<file path="src/logic/lqta_pkg.sv">
// Purpose: Shared constants for the link quality threshold access block
// Assumes: AXI4-Lite with 32-bit data, one register word at index 0x1e
// Notes:   Register index times four gives the byte address

package lqta_pkg;

  // Register map
  localparam logic [7:0]  DATA_ACCESS_INDEX = 8'h1e;             // Printed register index
  localparam int          ADDR_W            = 8;                 // Byte address width
  localparam logic [7:0]  DATA_ACCESS_ADDR  = 8'(DATA_ACCESS_INDEX * 4); // Byte address 0x78

  // Field positions inside the data access register
  localparam int          RSVD_HI_BIT       = 15;                // Reserved field top
  localparam int          RSVD_LO_BIT       = 14;                // Reserved field bottom
  localparam int          SAMPLE_BIT        = 13;                // Sample request
  localparam int          TRIGGER_BIT       = 12;                // Threshold write trigger
  localparam int          PSEL_HI_BIT       = 11;                // Parameter select top
  localparam int          PSEL_LO_BIT       = 9;                 // Parameter select bottom
  localparam int          TSEL_BIT          = 8;                 // Low/high threshold select
  localparam int          DATA_HI_BIT       = 7;                 // Data byte top
  localparam int          DATA_LO_BIT       = 0;                 // Data byte bottom

  // Parameter select encodings
  localparam logic [2:0]  PSEL_EQ_C1        = 3'h0;              // Equaliser coefficient one
  localparam logic [2:0]  PSEL_GAIN         = 3'h1;              // Digital gain control
  localparam logic [2:0]  PSEL_BLW          = 3'h2;              // Baseline wander
  localparam logic [2:0]  PSEL_FREQ_OFS     = 3'h3;              // Frequency offset
  localparam logic [2:0]  PSEL_FREQ_CTL     = 3'h4;              // Frequency control
  localparam int          NUM_PARAMS        = 5;                 // Parameters served
  localparam int          BYTE_W            = 8;                 // Threshold and sample width
  localparam int          THR_IDX_W         = 4;                 // {parameter, low/high}

  // Reset values
  localparam logic [2:0]  PSEL_RESET        = 3'h0;              // Parameter select
  localparam logic [7:0]  BYTE_RESET        = 8'h00;             // Thresholds and sample

  // AXI responses
  localparam logic [1:0]  RESP_OKAY         = 2'h0;              // Mapped access
  localparam logic [1:0]  RESP_SLVERR       = 2'h2;              // Unmapped access

endpackage : lqta_pkg

</file>
<file path="src/logic/lqta_thr_if.sv">
// Purpose: Carries threshold store accesses between the control logic and memory
// Assumes: One write port and one read port on the same clock
// Notes:   Read data is registered inside the memory

`timescale 1ns/1ps

interface lqta_thr_if #(
  parameter int IDX_W  = lqta_pkg::THR_IDX_W,
  parameter int DATA_W = lqta_pkg::BYTE_W
);
  logic              wr_en;    // One-cycle write strobe
  logic [IDX_W-1:0]  wr_idx;   // Threshold written
  logic [DATA_W-1:0] wr_data;  // Byte written
  logic [IDX_W-1:0]  rd_idx;   // Threshold looked at
  logic [DATA_W-1:0] rd_data;  // Registered read byte

  modport ctl (output wr_en, output wr_idx, output wr_data, output rd_idx, input rd_data);
  modport mem (input wr_en, input wr_idx, input wr_data, input rd_idx, output rd_data);
endinterface : lqta_thr_if

</file>
<file path="src/logic/lqta_thr_mem.sv">
// Purpose: Threshold storage, one byte per parameter and low/high side
// Assumes: Indices at or above DEPTH are never stored
// Notes:   Read data comes out of a register one cycle after the index

`timescale 1ns/1ps

module lqta_thr_mem #(
  parameter int DEPTH = 2 * lqta_pkg::NUM_PARAMS  // Low and high per parameter
) (
  input  wire logic   clk_in,
  input  wire logic   arst_n_in,
  lqta_thr_if.mem     port
);

  // Index width must reach every entry
  if (DEPTH > (1 << lqta_pkg::THR_IDX_W)) begin : g_depth_check
    $error("lqta_thr_mem: DEPTH exceeds index range");
  end

  logic [lqta_pkg::BYTE_W-1:0] store_r [DEPTH];  // Threshold bytes
  logic [lqta_pkg::BYTE_W-1:0] rd_data_r;        // Registered read
  logic [lqta_pkg::BYTE_W-1:0] rd_data_nxt;      // Next read value

  // One entry per threshold; only the addressed one takes a write
  for (genvar i = 0; i < DEPTH; i++) begin : g_entry
    always_ff @(posedge clk_in or negedge arst_n_in) begin
      if (!arst_n_in) begin
        store_r[i] <= lqta_pkg::BYTE_RESET;
      end else if (port.wr_en && (port.wr_idx == i)) begin
        store_r[i] <= port.wr_data;
      end
    end
  end

  // Out-of-range index reads as zero rather than aliasing an entry
  always_comb begin
    rd_data_nxt = lqta_pkg::BYTE_RESET;
    if (int'(port.rd_idx) < DEPTH) begin
      rd_data_nxt = store_r[port.rd_idx];
    end
  end

  // Read register
  always_ff @(posedge clk_in or negedge arst_n_in) begin
    if (!arst_n_in) begin
      rd_data_r <= lqta_pkg::BYTE_RESET;
    end else begin
      rd_data_r <= rd_data_nxt;
    end
  end

  assign port.rd_data = rd_data_r;

endmodule // lqta_thr_mem

</file>
<file path="src/logic/lqta_top.sv">
// Purpose: Indirect access register for link quality thresholds and samples
// Assumes: AXI4-Lite slave, 32-bit data, one write and one read in flight at most
// Notes:   Parameter values arrive from same-clock DSP logic, so no synchroniser
//
// Overview of operation
// - Bits 15:14 ignore writes, read zero
// - Sample bit set captures selected parameter value
// - Trigger writes data byte to selected threshold
// - Trigger bit always reads back zero
// - Select code picks one of five parameters
// - Threshold select zero low, one high
// - Sample clear: written byte is threshold data
// - Sample clear: read returns selected threshold
// - Sample set: read returns sampled value
// - Sampled value held until next sampling write
//
// The AXI4-Lite slave port was left to the implementer.

`timescale 1ns/1ps

module lqta_top #(
  parameter int NUM_PARAMS = lqta_pkg::NUM_PARAMS  // Parameters with thresholds
) (
  input  wire logic                                  CLOCK_IN,
  input  wire logic                                  ARST_N_IN,
  // Current DSP parameter values, parameter k in byte k
  input  wire logic [NUM_PARAMS*lqta_pkg::BYTE_W-1:0] PARAM_VALUE_IN,
  // AXI4-Lite write address
  input  wire logic                                  S_AXI_AWVALID_IN,
  output logic                                       S_AXI_AWREADY_OUT,
  input  wire logic [lqta_pkg::ADDR_W-1:0]            S_AXI_AWADDR_IN,
  // AXI4-Lite write data
  input  wire logic                                  S_AXI_WVALID_IN,
  output logic                                       S_AXI_WREADY_OUT,
  input  wire logic [31:0]                           S_AXI_WDATA_IN,
  input  wire logic [3:0]                            S_AXI_WSTRB_IN,
  // AXI4-Lite write response
  output logic                                       S_AXI_BVALID_OUT,
  input  wire logic                                  S_AXI_BREADY_IN,
  output logic [1:0]                                 S_AXI_BRESP_OUT,
  // AXI4-Lite read address
  input  wire logic                                  S_AXI_ARVALID_IN,
  output logic                                       S_AXI_ARREADY_OUT,
  input  wire logic [lqta_pkg::ADDR_W-1:0]            S_AXI_ARADDR_IN,
  // AXI4-Lite read data
  output logic                                       S_AXI_RVALID_OUT,
  input  wire logic                                  S_AXI_RREADY_IN,
  output logic [31:0]                                S_AXI_RDATA_OUT,
  output logic [1:0]                                 S_AXI_RRESP_OUT
);

  // The select field has three bits and the decode assumes five codes
  if (NUM_PARAMS != lqta_pkg::NUM_PARAMS) begin : g_param_check
    $error("lqta_top: NUM_PARAMS must match the five-code select field");
  end

  typedef enum logic [1:0] {RD_IDLE, RD_WAIT, RD_RESP} lqta_rd_state_type;

  // Control fields of the access register
  logic                          sample_en_r, sample_en_nxt;   // Sample request bit
  logic [2:0]                    psel_r, psel_nxt;             // Parameter select
  logic                          tsel_r, tsel_nxt;             // Low/high select
  logic [lqta_pkg::BYTE_W-1:0]   sample_r, sample_nxt;         // Held sampled value

  // Write channel state
  logic                          aw_have_r, aw_have_nxt;       // Address captured
  logic [lqta_pkg::ADDR_W-1:0]   awaddr_r, awaddr_nxt;         // Captured address
  logic                          w_have_r, w_have_nxt;         // Data captured
  logic [31:0]                   wdata_r, wdata_nxt;           // Captured data
  logic [3:0]                    wstrb_r, wstrb_nxt;           // Captured strobes
  logic                          awready_r, awready_nxt;       // Address ready
  logic                          wready_r, wready_nxt;         // Data ready
  logic                          bvalid_r, bvalid_nxt;         // Response valid
  logic [1:0]                    bresp_r, bresp_nxt;           // Response code
  logic                          commit;                       // Write takes effect
  logic                          wr_hit;                       // Write hits the register

  // Read channel state
  lqta_rd_state_type             rd_state_r, rd_state_nxt;     // Read sequencer
  logic                          ar_hit_r, ar_hit_nxt;         // Read hits the register
  logic                          arready_r, arready_nxt;       // Address ready
  logic                          rvalid_r, rvalid_nxt;         // Read data valid
  logic [31:0]                   rdata_r, rdata_nxt;           // Read data
  logic [1:0]                    rresp_r, rresp_nxt;           // Read response

  lqta_thr_if thr ();                                          // Threshold store port

  // Threshold storage
  lqta_thr_mem #(
    .DEPTH     (2 * NUM_PARAMS)
  ) u_thr_mem (
    .clk_in    (CLOCK_IN),
    .arst_n_in (ARST_N_IN),
    .port      (thr.mem)
  );

  // Read port follows the current selection, so reads see it a cycle later
  assign thr.rd_idx = {psel_r, tsel_r};

  // Write channel: accept address and data in either order, answer after both
  always_comb begin
    aw_have_nxt = aw_have_r;
    awaddr_nxt  = awaddr_r;
    w_have_nxt  = w_have_r;
    wdata_nxt   = wdata_r;
    wstrb_nxt   = wstrb_r;
    bvalid_nxt  = bvalid_r;
    bresp_nxt   = bresp_r;
    // Capture address when offered and free
    if (S_AXI_AWVALID_IN && awready_r) begin
      aw_have_nxt = 1'b1;
      awaddr_nxt  = S_AXI_AWADDR_IN;
    end
    // Capture data when offered and free
    if (S_AXI_WVALID_IN && wready_r) begin
      w_have_nxt = 1'b1;
      wdata_nxt  = S_AXI_WDATA_IN;
      wstrb_nxt  = S_AXI_WSTRB_IN;
    end
    // Response drained by master
    if (bvalid_r && S_AXI_BREADY_IN) begin
      bvalid_nxt = 1'b0;
    end
    // Both halves held: apply and respond
    if (commit) begin
      aw_have_nxt = 1'b0;
      w_have_nxt  = 1'b0;
      bvalid_nxt  = 1'b1;
      bresp_nxt   = wr_hit ? lqta_pkg::RESP_OKAY : lqta_pkg::RESP_SLVERR;
    end
    // Ready only while nothing is held, so each beat is taken once
    awready_nxt = !aw_have_nxt;
    wready_nxt  = !w_have_nxt;
  end

  // Commit waits for a drained response so two writes never share one answer
  assign commit = aw_have_r && w_have_r && !bvalid_r;
  assign wr_hit = (awaddr_r[lqta_pkg::ADDR_W-1:2] == lqta_pkg::DATA_ACCESS_ADDR[7:2]);

  // Write channel registers
  always_ff @(posedge CLOCK_IN or negedge ARST_N_IN) begin
    if (!ARST_N_IN) begin
      aw_have_r <= 1'b0;
      awaddr_r  <= '0;
      w_have_r  <= 1'b0;
      wdata_r   <= 32'h0000_0000;
      wstrb_r   <= 4'h0;
      awready_r <= 1'b0;
      wready_r  <= 1'b0;
      bvalid_r  <= 1'b0;
      bresp_r   <= lqta_pkg::RESP_OKAY;
    end else begin
      aw_have_r <= aw_have_nxt;
      awaddr_r  <= awaddr_nxt;
      w_have_r  <= w_have_nxt;
      wdata_r   <= wdata_nxt;
      wstrb_r   <= wstrb_nxt;
      awready_r <= awready_nxt;
      wready_r  <= wready_nxt;
      bvalid_r  <= bvalid_nxt;
      bresp_r   <= bresp_nxt;
    end
  end

  // Register effects of a committed write
  always_comb begin
    sample_en_nxt = sample_en_r;
    psel_nxt      = psel_r;
    tsel_nxt      = tsel_r;
    sample_nxt    = sample_r;
    thr.wr_en     = 1'b0;
    thr.wr_idx    = {wdata_r[lqta_pkg::PSEL_HI_BIT:lqta_pkg::PSEL_LO_BIT],
                     wdata_r[lqta_pkg::TSEL_BIT]};
    thr.wr_data   = wdata_r[lqta_pkg::DATA_HI_BIT:lqta_pkg::DATA_LO_BIT];
    // Upper lane holds the control fields; bits 15:14 are dropped
    if (commit && wr_hit && wstrb_r[1]) begin
      sample_en_nxt = wdata_r[lqta_pkg::SAMPLE_BIT];
      psel_nxt      = wdata_r[lqta_pkg::PSEL_HI_BIT:lqta_pkg::PSEL_LO_BIT];
      tsel_nxt      = wdata_r[lqta_pkg::TSEL_BIT];
      // New sampling sequence: capture the chosen parameter now
      if (wdata_r[lqta_pkg::SAMPLE_BIT]) begin
        sample_nxt = lqta_pkg::BYTE_RESET;
        // Codes past the fifth parameter sample as zero
        if (int'(psel_nxt) < NUM_PARAMS) begin
          sample_nxt = PARAM_VALUE_IN[int'(psel_nxt)*lqta_pkg::BYTE_W +: lqta_pkg::BYTE_W];
        end
      end
      // Trigger needs the data lane too, else the byte would be stale
      if (wdata_r[lqta_pkg::TRIGGER_BIT] && wstrb_r[0]
          && (int'(psel_nxt) < NUM_PARAMS)) begin
        thr.wr_en = 1'b1;
      end
    end
  end

  // Control registers; the trigger bit is never stored
  always_ff @(posedge CLOCK_IN or negedge ARST_N_IN) begin
    if (!ARST_N_IN) begin
      sample_en_r <= 1'b0;
      psel_r      <= lqta_pkg::PSEL_RESET;
      tsel_r      <= 1'b0;
      sample_r    <= lqta_pkg::BYTE_RESET;
    end else begin
      sample_en_r <= sample_en_nxt;
      psel_r      <= psel_nxt;
      tsel_r      <= tsel_nxt;
      sample_r    <= sample_nxt;
    end
  end

  // Read sequencer: one wait cycle lets the registered store output settle
  always_comb begin
    rd_state_nxt = rd_state_r;
    ar_hit_nxt   = ar_hit_r;
    arready_nxt  = arready_r;
    rvalid_nxt   = rvalid_r;
    rdata_nxt    = rdata_r;
    rresp_nxt    = rresp_r;
    unique case (rd_state_r)
      // Waiting for an address
      RD_IDLE: begin
        arready_nxt = 1'b1;
        if (S_AXI_ARVALID_IN && arready_r) begin
          ar_hit_nxt   = (S_AXI_ARADDR_IN[lqta_pkg::ADDR_W-1:2]
                          == lqta_pkg::DATA_ACCESS_ADDR[7:2]);
          arready_nxt  = 1'b0;
          rd_state_nxt = RD_WAIT;
        end
      end
      // Compose the word from current state
      RD_WAIT: begin
        rdata_nxt  = 32'h0000_0000;
        rresp_nxt  = lqta_pkg::RESP_SLVERR;
        if (ar_hit_r) begin
          rresp_nxt = lqta_pkg::RESP_OKAY;
          rdata_nxt[lqta_pkg::SAMPLE_BIT] = sample_en_r;
          rdata_nxt[lqta_pkg::PSEL_HI_BIT:lqta_pkg::PSEL_LO_BIT] = psel_r;
          rdata_nxt[lqta_pkg::TSEL_BIT] = tsel_r;
          // Sampled value replaces the threshold while sampling is on
          rdata_nxt[lqta_pkg::DATA_HI_BIT:lqta_pkg::DATA_LO_BIT] =
            sample_en_r ? sample_r : thr.rd_data;
        end
        rvalid_nxt   = 1'b1;
        rd_state_nxt = RD_RESP;
      end
      // Hold data until the master takes it
      RD_RESP: begin
        if (S_AXI_RREADY_IN) begin
          rvalid_nxt   = 1'b0;
          arready_nxt  = 1'b1;
          rd_state_nxt = RD_IDLE;
        end
      end
      default: begin
        rd_state_nxt = RD_IDLE;
      end
    endcase
  end

  // Read channel registers
  always_ff @(posedge CLOCK_IN or negedge ARST_N_IN) begin
    if (!ARST_N_IN) begin
      rd_state_r <= RD_IDLE;
      ar_hit_r   <= 1'b0;
      arready_r  <= 1'b0;
      rvalid_r   <= 1'b0;
      rdata_r    <= 32'h0000_0000;
      rresp_r    <= lqta_pkg::RESP_OKAY;
    end else begin
      rd_state_r <= rd_state_nxt;
      ar_hit_r   <= ar_hit_nxt;
      arready_r  <= arready_nxt;
      rvalid_r   <= rvalid_nxt;
      rdata_r    <= rdata_nxt;
      rresp_r    <= rresp_nxt;
    end
  end

  // Outputs straight from flip-flops
  assign S_AXI_AWREADY_OUT = awready_r;
  assign S_AXI_WREADY_OUT  = wready_r;
  assign S_AXI_BVALID_OUT  = bvalid_r;
  assign S_AXI_BRESP_OUT   = bresp_r;
  assign S_AXI_ARREADY_OUT = arready_r;
  assign S_AXI_RVALID_OUT  = rvalid_r;
  assign S_AXI_RDATA_OUT   = rdata_r;
  assign S_AXI_RRESP_OUT   = rresp_r;

endmodule // lqta_top

</file>
<file path="config.mk">
export PLATFORM = sky130hd
export DESIGN_NAME = lqta_top
export DESIGN_NICKNAME = d
export VERILOG_FILES = /design/src/logic/lqta_pkg.sv /design/src/logic/lqta_thr_if.sv /design/src/logic/lqta_thr_mem.sv /design/src/logic/lqta_top.sv
export SDC_FILE = /design/constraint.sdc
export NUM_CORES = 1
export LEC_CHECK = 0
export BUFFER_PORTS_ARGS = -buffer_cell sky130_fd_sc_hd__buf_2
export CAP_MARGIN = 15
export CORE_MARGIN = 1.5
export CORE_UTILIZATION = 55
export DETAILED_ROUTE_END_ITERATION = 6
export GPL_TIMING_DRIVEN = 0
export PLACE_DENSITY = 0.91
export SLEW_MARGIN = 20
export SYNTH_ARGS = -nofsm -noshare
export SYNTH_HDL_FRONTEND = slang
export SYNTH_SLANG_ARGS = --single-unit
export TNS_END_PERCENT = 20
</file>
<file path="constraint.sdc">
create_clock -name CLOCK_IN -period 3.22 [get_ports CLOCK_IN]
set_clock_uncertainty 0.15 [all_clocks]
set_input_delay 0.483 -clock CLOCK_IN [delete_from_list [all_inputs] [get_ports CLOCK_IN]]
set_output_delay 0.483 -clock CLOCK_IN [all_outputs]
set_load 0.01 [all_outputs]
</file>
==> qor.yml <==
status: "finished, final reports clean"
place_congestion: 0.8308
antenna-diode-count: 0
start_util_pct: 56.29
r2r_end: "u_thr_mem.store_r[40]$_DFFE_PN0P_"
grt_pass1_wl_mm: 25.19
synth_flop_cell: "dfrtp_1"
ant_nets: 0
hpwl_mm: 10.57
syn_area_um2: 6733
path_max_fanout: 8
io_buffers: 94
synth-simple-area-share_pct: 6.727
max_slew_margin_pct: 44.63
io_pins: 140
yosys.area.top_type_share_pct: 55.01
p_leak_nw: 3.930
grt_use_total_pct: 25.72
max-cap-violations: 0
cts_setup_buffers: 0
ir_drop_uv: 329.6
path_clk_slew_ns: 0.06
setup_viol: 0
rsz0062_at_grt: "no"
clock_sinks: 148
synth_edf_count: 0
grt-ovfl-total: 0
worst-setup-path-type: "flop to flop"
hp-start: "S_AXI_ARADDR_IN[2]"
drt_iter0_markers: 319
p_sw_share_pct: 32.94
fin_crit_sh_pct: 80.02
yosys.area_share.xor_xnor_pct: 0
hold_path_depth: 2
vias: 4673
drt-total-wl_mm: 15.58
placed_cell_area_um2: 7500
route.detailed.drc: 0
min_period_ns: 2.577
reg2reg_depth: 4
fin_nets: 746
drive_above_1_share_pct: 42.88
fillers: 804
avgSynthCellArea_um2: 13.15
synth_top_family_by_area: "multiplexers"
p_int_w: 0.003775
hold_end: "ar_hit_r$_DFFE_PN0P_"
core-area_um2: 11960
hold_path_class: "input port to flop"
die-width_um: 113.6
cts_tree: "yes"
sequentialPowerShare_pct: 41.2
syn_inst: 512
place_ws_ns: 0.6363
antenna_found_initial: 0
fp.dieArea_um2: 12910
cts-root-buf: "clkbuf_16"
worstReg2RegStart: "S_AXI_BVALID_OUT$_DFFE_PN0P_"
combPwrFrac_pct: 24.3
grt_pass1_vias: 4997
synthAdderAreaFrac_pct: 0
cts_buffers: 17
p_switching_w: 0.001855
ys_types: 34
finalInstanceArea_um2: 8090
ff2ff_setup_slack_ns: 0.64
synth_mux_area_share_pct: 27.91
std_cell_rows: 40
max_slew.worst_pin.slew_ns: 0.8306
synth_top_area_cell: "dfrtp_1"
clk_latency_ns: 0.43
setup_ws_ns: 0.6434
cellPowerDensity_nw_per_um2: 695.8
p_clk_share_pct: 34.5
end_kind: "flop"
synth.area.top_cells: "dfrtp_1, mux2_2, mux4_2"
yosysWarnings: 0
first_pass_iters: 4
die_h_um: 113.6
fin_setup_tns_ns: 0
h-tree-depth: 4
synth_compound_area_share_pct: 5.501
ys_seq_area_share_pct: 55.01
cp-startpoint: "S_AXI_BVALID_OUT$_DFFE_PN0P_"
fin_util_pct: 67.64
slew_violations: 0
synth-async-reset-ratio_pct: 100.0
fmax_mhz: 388.1
clk_path_buf_depth: 2
multi_input_area_um2: 2781
synth_seq_cells: 148
grt_max_degree: 98
arrival_ns: 2.73
viasPerCell: 5.791
finalHoldViolations: 0
cp.required_ns: 3.38
crit_path_start_kind: "flop"
seq_area_um2: 3704
syn_to_final_growth_pct: 20.16
wire_per_inst_um: 19.30
==> power groups by stage <==
stage	clock network [W]	logic, W	registers [W]
final	0.00194	0.00137	0.00232
after floorplan	0	0.000918	0.00230
after detailed placement	0	0.00134	0.00234
after global routing	0.00204	0.00150	0.00235
after CTS	0.00195	0.00137	0.00231
after global placement	0	0.00127	0.00231
==> per-layer routing <==
metal  track usage, %  part of all wire [%]
met2            43.33                    51
met5                0                     0
met1            31.40                    38
met4            11.33                   3.2
met3            6.801                   7.6
==> synthesized netlist by cell type, drive strengths merged (5+ instances only) <==
cell type and number:
buf 25, clkbuf 27, dfrtp 148, inv 11, a22oi 8, nand2 36, mux4 16, a21oi 6
mux2 110, nor2 15, mux2i 25, nand2b 5, o21ai 42
==> worst max-delay path, stage by stage (launching register included) <==
cell and delay (ns):
dfrtp_1 0.41, nand3b_1 0.21, nor4_2 0.51, nand4_1 0.65
mux2_2 0.51
==> registers in the layout (all words and copies together), names as in the netlist <==
signal,flops
S_AXI_BRESP_OUT,1
u_thr_mem.store_r,80
psel_r,3
rd_state_r,2
wstrb_r,2
S_AXI_ARREADY_OUT,1
S_AXI_RRESP_OUT,1
aw_have_r,1
tsel_r,1
S_AXI_BVALID_OUT,1
sample_r,8
awaddr_r,6
wdata_r,14
u_thr_mem.port.rd_data,8
S_AXI_WREADY_OUT,1
S_AXI_RDATA_OUT,13
w_have_r,1
sample_en_r,1
S_AXI_RVALID_OUT,1
ar_hit_r,1
S_AXI_AWREADY_OUT,1
==> placed cells by master, fill, tap and decap left out, types with 8 or more instances in the layout <==
master,instances
dfrtp_1,148
mux2_2,102
buf_2,96
o21ai_0,42
nand2_1,36
clkbuf_1,27
mux2i_1,25
buf_4,22
conb_1,21
clkbuf_16,17
mux4_2,16
nor2_1,12
inv_1,11
a22oi_1,8
mux2_4,8
==> cell type report <==
cell class	instances	area share (%)
inverters	11	0.5104
flip-flops and latches	148	45.78
plain buffers	52	3.480
repair buffers	96	6.403
clock inverters	14	1.748
clock buffers	18	5.428
well taps	147	2.273
multi-input cells	321	34.38
==> stage by stage <==
stage               hold slack, ns  std cells  total power, W
floorplan                  0.03741        532        0.003215
global placement            0.3097        773        0.003577
detailed placement          0.2729        774        0.003673
CTS                        0.08255        807        0.005635
global route               0.08339        807        0.005886
finish                     0.09378        807        0.005629
==> cells by family (layout without fill, tap and decap cells) <==
kind of cell	after synthesis	count (layout)
DFF	148	148
other	1	21
muxes	151	151
buffers and inverters	63	191
AOI/OAI and AO/OA	64	64
and+or+nand+nor	85	85
==> worst max-delay path by stage <==
stage	endpoint	slack, ns	cells past startpoint
6_report	u_thr_mem.store_r[40]$_DFFE_PN0P_	0.64	4
5_1_grt	u_thr_mem.store_r[6]$_DFFE_PN0P_	0.45	5
4_1_cts	u_thr_mem.port.rd_data[4]$_DFF_PN0_	0.62	5
3_5_place_dp	u_thr_mem.port.rd_data[4]$_DFF_PN0_	0.64	5
3_3_place_gp	rd_state_r[1]$_DFFE_PN0P_	-0.33	1
2_1_floorplan	u_thr_mem.store_r[16]$_DFFE_PN0P_	0.92	6
==> what timing repair did <==
action                                  4_1_cts  5_1_grt
resized for setup                             0        0
hold buffers                                  1        0
endpoints found under the setup margin        0        0
hold endpoints to repair                     51        0
Note: power is estimated with default switching activity, not from simulation.
